### config.mk
export PLATFORM = sky130hd
export DESIGN_NAME = sfc_framer
export DESIGN_NICKNAME = d
export VERILOG_FILES = /design/src/common/sfc_pkg.sv /design/src/hdl/sfc_sync.sv /design/src/hdl/sfc_framer.sv
export SDC_FILE = /design/constraint.sdc
export NUM_CORES = 1
export LEC_CHECK = 0
export BUFFER_PORTS_ARGS = -buffer_cell sky130_fd_sc_hd__buf_2
export CAP_MARGIN = 40
export CORE_AREA = 2 2 103 105
export DETAILED_ROUTE_END_ITERATION = 8
export DIE_AREA = 0 0 105 107
export GPL_ROUTABILITY_DRIVEN = 1
export PLACE_DENSITY = 0.74
export SETUP_SLACK_MARGIN = 0.2
export SYNTH_ARGS = -nofsm -noshare
export SYNTH_HDL_FRONTEND = slang
export SYNTH_SLANG_ARGS = --single-unit
export TNS_END_PERCENT = 5
### constraint.sdc
create_clock -name clock -period 3.25 [get_ports clock]
set_clock_uncertainty 0.05 [all_clocks]
set_input_delay 0.65 -clock clock [delete_from_list [all_inputs] [get_ports clock]]
set_output_delay 0.65 -clock clock [all_outputs]
set_load 0.03 [all_outputs]
### src/common/sfc_pkg.sv
// Constants, types and opcode decode for the serial command framer
package sfc_pkg;
   localparam int SYNC_W = 4;
   localparam int PAGE_W = 11;
   localparam int BYTE_W = 9;
   localparam int PAGE_LSB = 9;
   localparam int PAGE_MSB = 19;
   localparam int BYTE_MSB = 8;
   localparam logic [2:0] BIT_LAST = 3'h7;
   localparam logic [1:0] ADDR_LAST = 2'h2;
   localparam logic [2:0] DUMMY_NONE = 3'h0;
   localparam logic [2:0] DUMMY_FAST = 3'h1;
   localparam logic [2:0] DUMMY_CONT = 3'h4;
   localparam logic [5:0] DBITS_FAST = 6'h08;
   localparam logic [5:0] DBITS_CONT = 6'h20;
   localparam logic MODE3_RST = 1'b1;
   // Page bits kept per opcode; the rest of the page field is don't-care
   localparam logic [PAGE_W-1:0] PAGE_KEEP_ALL = 11'h7ff;
   localparam logic [PAGE_W-1:0] PAGE_KEEP_BLK = 11'h7f8;
   localparam logic [PAGE_W-1:0] PAGE_KEEP_SEC = 11'h700;
   // Opcodes that carry a page and byte address
   localparam logic [7:0] OP_ARRAY_RD = 8'h03, OP_ARRAY_RD_FAST = 8'h0b;
   localparam logic [7:0] OP_PAGE_RD = 8'hd2, OP_CONT_RD_OLD = 8'he8;
   localparam logic [7:0] OP_PROG_B1 = 8'h82, OP_PROG_B2 = 8'h85;
   // Opcodes that carry only a page address
   localparam logic [7:0] OP_P50 = 8'h50, OP_P53 = 8'h53, OP_P55 = 8'h55;
   localparam logic [7:0] OP_P58 = 8'h58, OP_P59 = 8'h59, OP_P60 = 8'h60;
   localparam logic [7:0] OP_P61 = 8'h61, OP_P7C = 8'h7c, OP_P81 = 8'h81;
   localparam logic [7:0] OP_P83 = 8'h83, OP_P86 = 8'h86, OP_P88 = 8'h88;
   localparam logic [7:0] OP_P89 = 8'h89;
   // Buffer-only opcodes
   localparam logic [7:0] OP_BUF1_WR = 8'h84, OP_BUF2_WR = 8'h87;
   localparam logic [7:0] OP_BUF1_RD = 8'hd1, OP_BUF2_RD = 8'hd3;
   localparam logic [7:0] OP_BUF1_RDF = 8'hd4, OP_BUF2_RDF = 8'hd6;
   // Three address bytes, every bit ignored
   localparam logic [7:0] OP_SEC_PROG = 8'h77;
   // No address
   localparam logic [7:0] OP_ID_RD = 8'h9f, OP_STATUS_RD = 8'hd7;
   localparam logic [7:0] OP_SLEEP = 8'hb9, OP_WAKE = 8'hab;

   typedef enum logic [2:0] {
      ST_IDLE = 3'b000,
      ST_OPC = 3'b001,
      ST_ADDR = 3'b011,
      ST_DUMMY = 3'b010,
      ST_DATA = 3'b110,
      ST_SKIP = 3'b111
   } sfc_state_type;

   typedef struct packed {
      logic known;
      logic has_addr;
      logic use_page;
      logic use_byte;
      logic reads;
      logic [2:0] dummy;
   } sfc_info_type;

   function automatic sfc_info_type sfc_decode(input logic [7:0] op);
      sfc_info_type i;
      i = '{known: 1'b1, has_addr: 1'b1, use_page: 1'b0, use_byte: 1'b0,
            reads: 1'b0, dummy: DUMMY_NONE};
      case (op)
         OP_ARRAY_RD, OP_PROG_B1, OP_PROG_B2: begin
            i.use_page = 1'b1;
            i.use_byte = 1'b1;
            i.reads = (op == OP_ARRAY_RD);
         end
         OP_ARRAY_RD_FAST: begin
            i.use_page = 1'b1;
            i.use_byte = 1'b1;
            i.reads = 1'b1;
            i.dummy = DUMMY_FAST;
         end
         OP_PAGE_RD, OP_CONT_RD_OLD: begin
            i.use_page = 1'b1;
            i.use_byte = 1'b1;
            i.reads = 1'b1;
            i.dummy = DUMMY_CONT;
         end
         OP_P50, OP_P53, OP_P55, OP_P58, OP_P59, OP_P60, OP_P61, OP_P7C,
         OP_P81, OP_P83, OP_P86, OP_P88, OP_P89: begin
            i.use_page = 1'b1;
         end
         OP_BUF1_WR, OP_BUF2_WR, OP_BUF1_RD, OP_BUF2_RD: begin
            i.use_byte = 1'b1;
            i.reads = (op == OP_BUF1_RD) || (op == OP_BUF2_RD);
         end
         OP_BUF1_RDF, OP_BUF2_RDF: begin
            i.use_byte = 1'b1;
            i.reads = 1'b1;
            i.dummy = DUMMY_FAST;
         end
         OP_SEC_PROG: begin
            i.has_addr = 1'b1;
         end
         OP_ID_RD, OP_STATUS_RD: begin
            i.has_addr = 1'b0;
            i.reads = 1'b1;
         end
         OP_SLEEP, OP_WAKE: begin
            i.has_addr = 1'b0;
         end
         default: begin
            i.known = 1'b0;
            i.has_addr = 1'b0;
         end
      endcase
      return i;
   endfunction
endpackage

### src/hdl/sfc_sync.sv
// Two-flop synchroniser for pins from outside the clock domain
module sfc_sync #(
   parameter int W = 1
) (
   input wire logic clock, // System clock
   input wire logic rstn, // Async reset, active low
   input wire logic [W-1:0] d, // Asynchronous inputs
   input wire logic [W-1:0] init, // Constant reset value
   output logic [W-1:0] q // Synchronised outputs
);
   typedef struct packed {
      logic [W-1:0] s1;
      logic [W-1:0] s2;
   } sfc_sync_state_type;

   sfc_sync_state_type r_reg;
   sfc_sync_state_type r_next;

   always_comb begin
      r_next.s1 = d;
      r_next.s2 = r_reg.s1;
   end

   // Init is tied to constants by the caller
   always_ff @(posedge clock or negedge rstn) begin
      if (!rstn) begin
         r_reg <= {init, init};
      end else begin
         r_reg <= r_next;
      end
   end

   assign q = r_reg.s2;
endmodule

### src/hdl/sfc_framer.sv
// Serial flash command framer: frame decode, mode pick, power-up state
// Summary of operation
// - opcode, then 4 reserved, 11 page, 9 byte
// - page commands take page bits, ignore don't-cares
// - buffer commands use only nine byte bits
// - reset leaves the device in mode 3
// - output stays high impedance after reset
// - commands only after a select falling edge
// - each select fall outside power-on reset samples clock idle level
// - power-on reset ignores every command
// - after power-up, idle in standby
module sfc_framer
   import sfc_pkg::*;
(
   input wire logic clock, // System clock, 20 MHz
   input wire logic rstn, // Async reset, active low
   input wire logic cs_n_pin, // Device select pin, active low
   input wire logic sck_pin, // Serial clock pin
   input wire logic si_pin, // Serial data in pin
   input wire logic por_active, // Internal power-on reset, active high
   input wire logic [7:0] rd_data, // Next output byte, valid with rd_req
   output logic rd_req, // Pulse: rd_data is taken this cycle
   output logic so_out, // Serial data out level
   output logic so_oe_n, // Serial out enable, low drives the pin
   output logic cmd_valid, // Pulse: header complete
   output logic [7:0] cmd_opcode, // Opcode of the frame
   output logic [PAGE_W-1:0] cmd_page, // Page address, zero if unused
   output logic [BYTE_W-1:0] cmd_byte, // Byte address, zero if unused
   output logic wr_valid, // Pulse: one data byte received
   output logic [7:0] wr_data, // Received data byte
   output logic frame_end, // Pulse: select rose on an open frame
   output logic mode3, // Clock mode in use, high for mode 3
   output logic standby // No frame in progress
);
   typedef struct packed {
      sfc_state_type st;
      logic sck_d;
      logic cs_d;
      logic armed;
      logic mode3;
      logic [7:0] opc;
      sfc_info_type info;
      logic [7:0] rx;
      logic [2:0] bit_cnt;
      logic [1:0] abyte_cnt;
      logic [2:0] dummy_cnt;
      logic [5:0] dbits;
      logic [23:0] addr;
      logic [7:0] tx;
      logic so_oe_n;
      logic shift_pend;
      logic reload_pend;
      logic cmd_valid;
      logic [PAGE_W-1:0] cmd_page;
      logic [BYTE_W-1:0] cmd_byte;
      logic wr_valid;
      logic [7:0] wr_data;
      logic frame_end;
   } sfc_framer_state_type;

   localparam sfc_framer_state_type RST_STATE = '{
      st: ST_IDLE, sck_d: 1'b1, cs_d: 1'b0, armed: 1'b0, mode3: MODE3_RST,
      so_oe_n: 1'b1, default: '0};

   sfc_framer_state_type r_reg;
   sfc_framer_state_type r_next;
   logic [SYNC_W-1:0] sync_q;
   logic por_s;
   logic cs_s;
   logic sck_s;
   logic si_s;
   logic rd_req_c;

   // Reset values: POR held, select low, clock idle high
   // Select starts low so a pin held low through reset gives no edge
   sfc_sync #(.W(SYNC_W)) u_sync (
      .clock(clock),
      .rstn(rstn),
      .d({por_active, cs_n_pin, sck_pin, si_pin}),
      .init(4'ha),
      .q(sync_q)
   );
   assign {por_s, cs_s, sck_s, si_s} = sync_q;

   function automatic logic [PAGE_W-1:0] page_keep(input logic [7:0] o);
      case (o)
         OP_P50: page_keep = PAGE_KEEP_BLK;
         OP_P7C: page_keep = PAGE_KEEP_SEC;
         default: page_keep = PAGE_KEEP_ALL;
      endcase
   endfunction

   always_comb begin
      logic rise;
      logic fall;
      logic done;
      logic [7:0] rx_byte;
      logic [7:0] op;
      logic [23:0] hdr_addr;
      sfc_info_type inf;
      rise = sck_s & ~r_reg.sck_d;
      fall = ~sck_s & r_reg.sck_d;
      done = 1'b0;
      rx_byte = {r_reg.rx[6:0], si_s};
      op = (r_reg.st == ST_OPC) ? rx_byte : r_reg.opc;
      inf = (r_reg.st == ST_OPC) ? sfc_decode(rx_byte) : r_reg.info;
      hdr_addr = (r_reg.st == ST_ADDR) ? {r_reg.addr[15:0], rx_byte}
                                       : r_reg.addr;
      r_next = r_reg;
      rd_req_c = 1'b0;
      r_next.cmd_valid = 1'b0;
      r_next.wr_valid = 1'b0;
      r_next.frame_end = 1'b0;
      r_next.sck_d = sck_s;
      r_next.cs_d = cs_s;
      if (por_s) begin
         // Nothing is heard until the internal reset lets go
         r_next.st = ST_IDLE;
         r_next.armed = 1'b0;
         r_next.mode3 = MODE3_RST;
         r_next.so_oe_n = 1'b1;
      end else if (cs_s) begin
         r_next.frame_end = (r_reg.st != ST_IDLE);
         r_next.st = ST_IDLE;
         r_next.so_oe_n = 1'b1;
      end else if (!cs_s && r_reg.cs_d) begin
         r_next.armed = 1'b1;
         r_next.mode3 = sck_s;
         r_next.st = ST_OPC;
         r_next.bit_cnt = '0;
         r_next.dbits = '0;
         r_next.shift_pend = 1'b0;
         r_next.reload_pend = 1'b0;
      end else if (r_reg.armed && rise) begin
         r_next.rx = rx_byte;
         r_next.bit_cnt = r_reg.bit_cnt + 3'h1;
         case (r_reg.st)
            ST_OPC: begin
               if (r_reg.bit_cnt == BIT_LAST) begin
                  r_next.opc = rx_byte;
                  r_next.info = inf;
                  r_next.abyte_cnt = '0;
                  if (!inf.known) begin
                     r_next.st = ST_SKIP;
                  end else if (inf.has_addr) begin
                     r_next.st = ST_ADDR;
                  end else begin
                     done = 1'b1;
                  end
               end
            end
            ST_ADDR: begin
               if (r_reg.bit_cnt == BIT_LAST) begin
                  r_next.addr = hdr_addr;
                  r_next.abyte_cnt = r_reg.abyte_cnt + 2'h1;
                  if (r_reg.abyte_cnt == ADDR_LAST) begin
                     r_next.dummy_cnt = '0;
                     if (inf.dummy != DUMMY_NONE) begin
                        r_next.st = ST_DUMMY;
                     end else begin
                        done = 1'b1;
                     end
                  end
               end
            end
            ST_DUMMY: begin
               r_next.dbits = r_reg.dbits + 6'h1;
               if (r_reg.bit_cnt == BIT_LAST) begin
                  r_next.dummy_cnt = r_reg.dummy_cnt + 3'h1;
                  // Dummy byte count per opcode
                  if (r_reg.dummy_cnt == inf.dummy - 3'h1) begin
                     done = 1'b1;
                  end
               end
            end
            ST_DATA: begin
               if (inf.reads) begin
                  r_next.shift_pend = 1'b1;
                  r_next.reload_pend = (r_reg.bit_cnt == BIT_LAST);
               end else if (r_reg.bit_cnt == BIT_LAST) begin
                  r_next.wr_valid = 1'b1;
                  r_next.wr_data = rx_byte;
               end
            end
            default: begin
               r_next.st = r_reg.st;
            end
         endcase
         if (done) begin
            r_next.st = ST_DATA;
            r_next.cmd_valid = 1'b1;
            r_next.cmd_page = inf.use_page ?
               hdr_addr[PAGE_MSB:PAGE_LSB] & page_keep(op) : '0;
            r_next.cmd_byte = inf.use_byte ? hdr_addr[BYTE_MSB:0] : '0;
            // First output bit must stand before the first data rise
            r_next.shift_pend = inf.reads;
            r_next.reload_pend = inf.reads;
         end
      end else if (r_reg.armed && fall && r_reg.st == ST_DATA &&
                   r_reg.info.reads && r_reg.shift_pend) begin
         // Change only on falls so the host samples on rises
         r_next.shift_pend = 1'b0;
         if (r_reg.reload_pend) begin
            rd_req_c = 1'b1;
            r_next.tx = rd_data;
            r_next.reload_pend = 1'b0;
            r_next.so_oe_n = 1'b0;
         end else begin
            r_next.tx = {r_reg.tx[6:0], 1'b0};
         end
      end
   end

   always_ff @(posedge clock or negedge rstn) begin
      if (!rstn) begin
         r_reg <= RST_STATE;
      end else begin
         r_reg <= r_next;
      end
   end

   assign rd_req = rd_req_c;
   assign so_out = r_reg.tx[7];
   assign so_oe_n = r_reg.so_oe_n;
   assign cmd_valid = r_reg.cmd_valid;
   assign cmd_opcode = r_reg.opc;
   assign cmd_page = r_reg.cmd_page;
   assign cmd_byte = r_reg.cmd_byte;
   assign wr_valid = r_reg.wr_valid;
   assign wr_data = r_reg.wr_data;
   assign frame_end = r_reg.frame_end;
   assign mode3 = r_reg.mode3;
   assign standby = (r_reg.st == ST_IDLE);
endmodule

After elaboration in Yosys (flattened, before gate mapping)
Index checks and enable logic that the tools add are counted.

storage, ports and cells
  register bits = 119
  latch bits = 0
  bits in writable memories = 0
  ROM bits = 0
  input bits = 14
  output and inout bits = 44
  memories = 0

cells by class
  add/subtract/negate cells = 5
  multiply operators = 0
  divide/modulo/power cells = 0
  order comparisons = 0
  equal/unequal tests = 53
  shift-type cells = 0
  muxes and demuxes = 91
  bitwise logic cells = 10
  reductions and logical operators = 44

operators with widths
  cell                count
  $eq 8x8->1 const B  19
  $mux 24             4
  $mux 30             3
  $eq 8x7->1 const B  11
  $mux 11             7
  $mux 72             1
  $mux 62             1
  $mux 9              5
  $mux 3              14
  $mux 33             1
  $mux 16             2
  $mux 31             1
  $mux 5              6
  $reduce_or 30->1    1
  $mux 1              26
  $reduce_or 26->1    1
  $mux 8              3
  $ne 6x1->1 const B  4
  $mux 23             1
  $reduce_and 7->1    3
  $reduce_or 19->1    1
  $pmux 3 s2          3
  $pmux 8 s2          1
  $reduce_and 5->1    3
  other kinds (43)    81

Depth between registers and ports, before layout
  word-level depth = 25
  depth in mapped cells = 15

Worst setup path before layout
Ideal clock, no wire load.

  path type = reg2reg
  start point = register r_reg[86] in the netlist's numbering
  end point = register r_reg, in the netlist cmd_page[0]
  data arrival time = 2856 ps
  required time = 3124 ps
  slack = 268 ps
  cell stages (with the launch flop) = 14
  buffers on the path = 1
  period minus slack after synthesis = 2982 ps
  cell sequence = dfrtp_1 -> buf_2 -> nor4b_2 -> nand3_1 -> a31oi_2 -> inv_1 -> ha_1 -> ha_1 -> xnor2_1 -> nor4_1 -> a211o_2 -> nand3_1 -> or3_1 -> o21ai_1

on the way
  word-level cells in the longest chain between the ends = 14
  elaborated cells on any way between the ends = 68
  classes of those cells = 1 x add/sub; 33 x eq/ne; 26 x mux; 1 x bitwise; 7 x reduce/logical

ends and longest elaborated chain
  what                                                                 RTL line                              text
  start: declaration                                                   sfc_framer.sv:65                      sfc_framer_state_type r_reg;
  start signal: assignment                                             sfc_framer.sv:218                     r_reg <= r_next;
  $eq 8x8->1 or $eq 8x4->1 (tied branches)                             sfc_pkg.sv:63                         case (op)
  $reduce_or 3->1 (no source line) or $reduce_or 2->1 (tied branches)  n/a
  $pmux 3 s2                                                           sfc_pkg.sv:63
  $mux 8                                                               sfc_framer.sv:106                     inf = (r_reg.st == ST_OPC) ? sfc_decode(rx_byte) : r_reg.info;
  $sub 3x1->3 or $reduce_bool 3->1 (tied branches)                     sfc_framer.sv:171, sfc_framer.sv:158
  $eq 3x3->1 or $mux 1 (tied branches)                                 sfc_framer.sv:171, sfc_framer.sv:158
  $mux 1, on equally long branches                                     sfc_framer.sv:171, sfc_framer.sv:156
  $mux 1, on equally long branches                                     sfc_framer.sv:168, sfc_framer.sv:153
  $pmux 1 s3                                                           sfc_framer.sv:137                     case (r_reg.st)
  $mux 1                                                               sfc_framer.sv:134                     end else if (r_reg.armed && rise) begin
  $mux 1                                                               sfc_framer.sv:126                     end else if (!cs_s && r_reg.cs_d) begin
  $mux 1                                                               sfc_framer.sv:122                     end else if (cs_s) begin
  $mux 1                                                               sfc_framer.sv:116                     if (por_s) begin
  $reduce_and 5->1 (no source line)                                    n/a

Several ways; a longest one is shown, not always the timed one. The select of a mux whose other input is x is not followed.
A chain may end at the register's enable or synchronous reset.

Worst setup path after layout
  start point = register r_reg[84] in the netlist's numbering
  end point = register r_reg, in the netlist cmd_page[1]

Same word-level chain as after synthesis.

==> metrics <==
status=completed; Async SR Flop Fraction=100%; vias per cell=5.65; Residual DRC=0; DR pass1 iterations=5; Power Dens Cells=382 nW/um^2; I/O pin count=58; GRT overflow=0; Place WS=-0.0448 ns; Clock Sinks=107; simple-gate share of the synthesized area=15.3%; Core Area=10,100 sq um; vias in the first global route=3,683; post-DP HPWL=7610 um; Port Buf Inserts=57; RSZ-0062 raised after global routing=yes; CP Data Arrival Time=3.32 ns; Hold Path Class=in2async; filler instances=846; initial core utilization=53.8%; final-report hold violation count=0; fin crit period=3.08 ns; Post-Place Cells=662; Post-synth top flop=dfrtp_1; r2r startpoint=r_reg[84]; Slowest-stage cell, CP=dfrtp_1; Largest stage delay, worst path=0.43 ns; CTS tree=done; Tcrit/Tclk final=94.7%; Final TNS setup=0 ns; main combinational cell family by area after synthesis=simple AND/OR/NAND/NOR gates; CTS Buf Count=9; non-filler cells, final=687; Synth warnings=0; clk slew on worst S/H paths=0.10 ns; Seq/Total Area, Yosys=49.5%; post-synthesis xor/xnor area fraction=0.484%; mux cell area share after synthesis=13.7%; initial drt markers=225; GRT Overall Usage=20.2%; Nets=566; WP buf/inv=1; Compound-Gate Fraction of Synth Area=11.0%; die width=105 um; Max-slew headroom=47.9%; WL per Instance=15.7 um; top-count cell post-synth=dfrtp_1; critical path, cell by cell=nand4b_1 -> or3_4 -> a31oi_4 -> inv_2 -> ha_4 -> ha_4 -> xnor2_2 -> nor4_2 -> a211o_2 -> nand3_4 -> or3_4 -> o21ai_2; EDFF count, synth=0; GP Congestion=0.932; Finished Cell Area=6050 sq um; post-synth cell types=59; worst skew pair latency=0.36 ns; Die ar.=11,200 sq um; synthesized area=5430 sq um; Final Power=2310 uW; Post-Syn Nets=533; Synth top area share=46.1%; root buffer cell=clkbuf_8; cell family with most CP delay=simple AND/OR/NAND/NOR gates; cell taking the most area after synthesis=dfrtp_1; worst reg2reg path endpoint=cmd_page[1]; CP max FO=3; WP data required=3.49 ns; Leakage=0.00291 uW; Syn Area/Cell=10.6 sq um; #FFs+latches synth=107; cells taking the most area after synthesis=dfrtp_1 46%, mux2_2 8.3%, buf_4 5.5%, mux2i_1 5.0%, nand2_1 3.5%; CTS Buffer Depth=2; Slew @ Worst Pin=0.780 ns; Gate Count Post-Synth=513; share of post-route cells with drive strength above 1=33.2%; total wire length=10,800 um; critical path class=reg2reg; crit path launch type=register; largest net degree at the start of global routing=45; critical path endpoint category=register; via count=3,884; reg2reg setup slack=0.17 ns; Final WS setup=0.172 ns; Die H=107 um; Synth top cells by count=100 x dfrtp_1, 51 x nand2_1, 40 x buf_4, 40 x mux2_2, 29 x nor2_1; Max Transition Viols Final=0; maxcap violations=0; FF-to-FF path depth=12; FMAX=0.325 GHz; ANT cells=0; Detail Route Antenna Nets=0; number of flip-flops in the largest register=57; VDD IR max=0.000233 V; final setup fails=0; CTS H-tree lvls=3; placed cell areas=5660 sq um; Adder-Cell Fraction of Synth Area=1.38%; FP Rows=37; area delta synth->final=11.5%; first-pass GRT wire length=18,200 um; initial antenna violation count=0
-- cell families (layout without fill, tap and decap cells) --
family,Yosys count,after routing
AOI/OAI and AO/OA,92,92
xor gates and xnor gates,3,3
adders and majority gates,6,6
buffers and inverters,79,117
DFF,107,107
muxes,69,69
and+or+nand+nor,157,157
-- through the flow --
step / util, % / hold slack, ns
2_1_floorplan: - / 0.281
3_3_place_gp: 56.0 / 0.282
3_5_place_dp: 56.1 / 0.295
4_1_cts: 59.4 / 0.228
5_1_grt: 59.9 / 0.243
6_report: 59.9 / 0.217
-- final cells by class --
cell class                 count  area (sq um)  area share, %
inverter                       8          30.0          0.496
multi-input combinational    327          2400           39.6
tap                          136           170           2.81
timing repair buffer          93           576           9.51
clock buffer                  10           138           2.28
sequential                   107          2690           44.4
clock inverter                 6          50.0          0.827
-- layer usage --
metal	global-route usage [%]	share of wire [%]
met5	0	0
met4	7.62	1.9
met3	3.16	3.8
met2	32.4	49
met1	27.7	46
-- cell usage in the layout (no fill, tap or decap), drive strengths merged, types with 6 or more instances in the layout --
cell type,n
dfrtp,100
buf,93
nand2,51
mux2,42
nor2,29
mux2i,27
o21ai,24
a21oi,22
o31ai,21
nand3,14
nor3,11
clkbuf,10
inv,9
nor4,9
nand2b,7
dfstp,7
nor2b,6
ha,6
-- worst max path at each step --
stage / slack [ns] / cells past startpoint / endpoint / startpoint
floorplan: 0.27 / 13 / cmd_page[0] / r_reg[86]
global placement: 0.14 / 12 / cmd_page[0] / r_reg[84]
detailed placement: -0.04 / 12 / cmd_page[2] / r_reg[83]
CTS: 0.15 / 12 / cmd_page[2] / r_reg[84]
global route: 0.07 / 12 / cmd_page[1] / r_reg[84]
finish: 0.17 / 12 / cmd_page[1] / r_reg[84]
-- timing repair --
item | 4_1_cts | 5_1_grt
gates resized for setup | 18 | 7
hold buffers | 0 | 0
buffers inserted | 6 | 3
endpoints found under the setup margin | 24 | 26
pin swaps | 9 | 8
-- where the power goes --
part	switching [uW]	internal, uW
clock	460	308
sequential	22.1	1360
combinational	101	64.6
total	583	1730
Power figures use the tool's default switching activity.
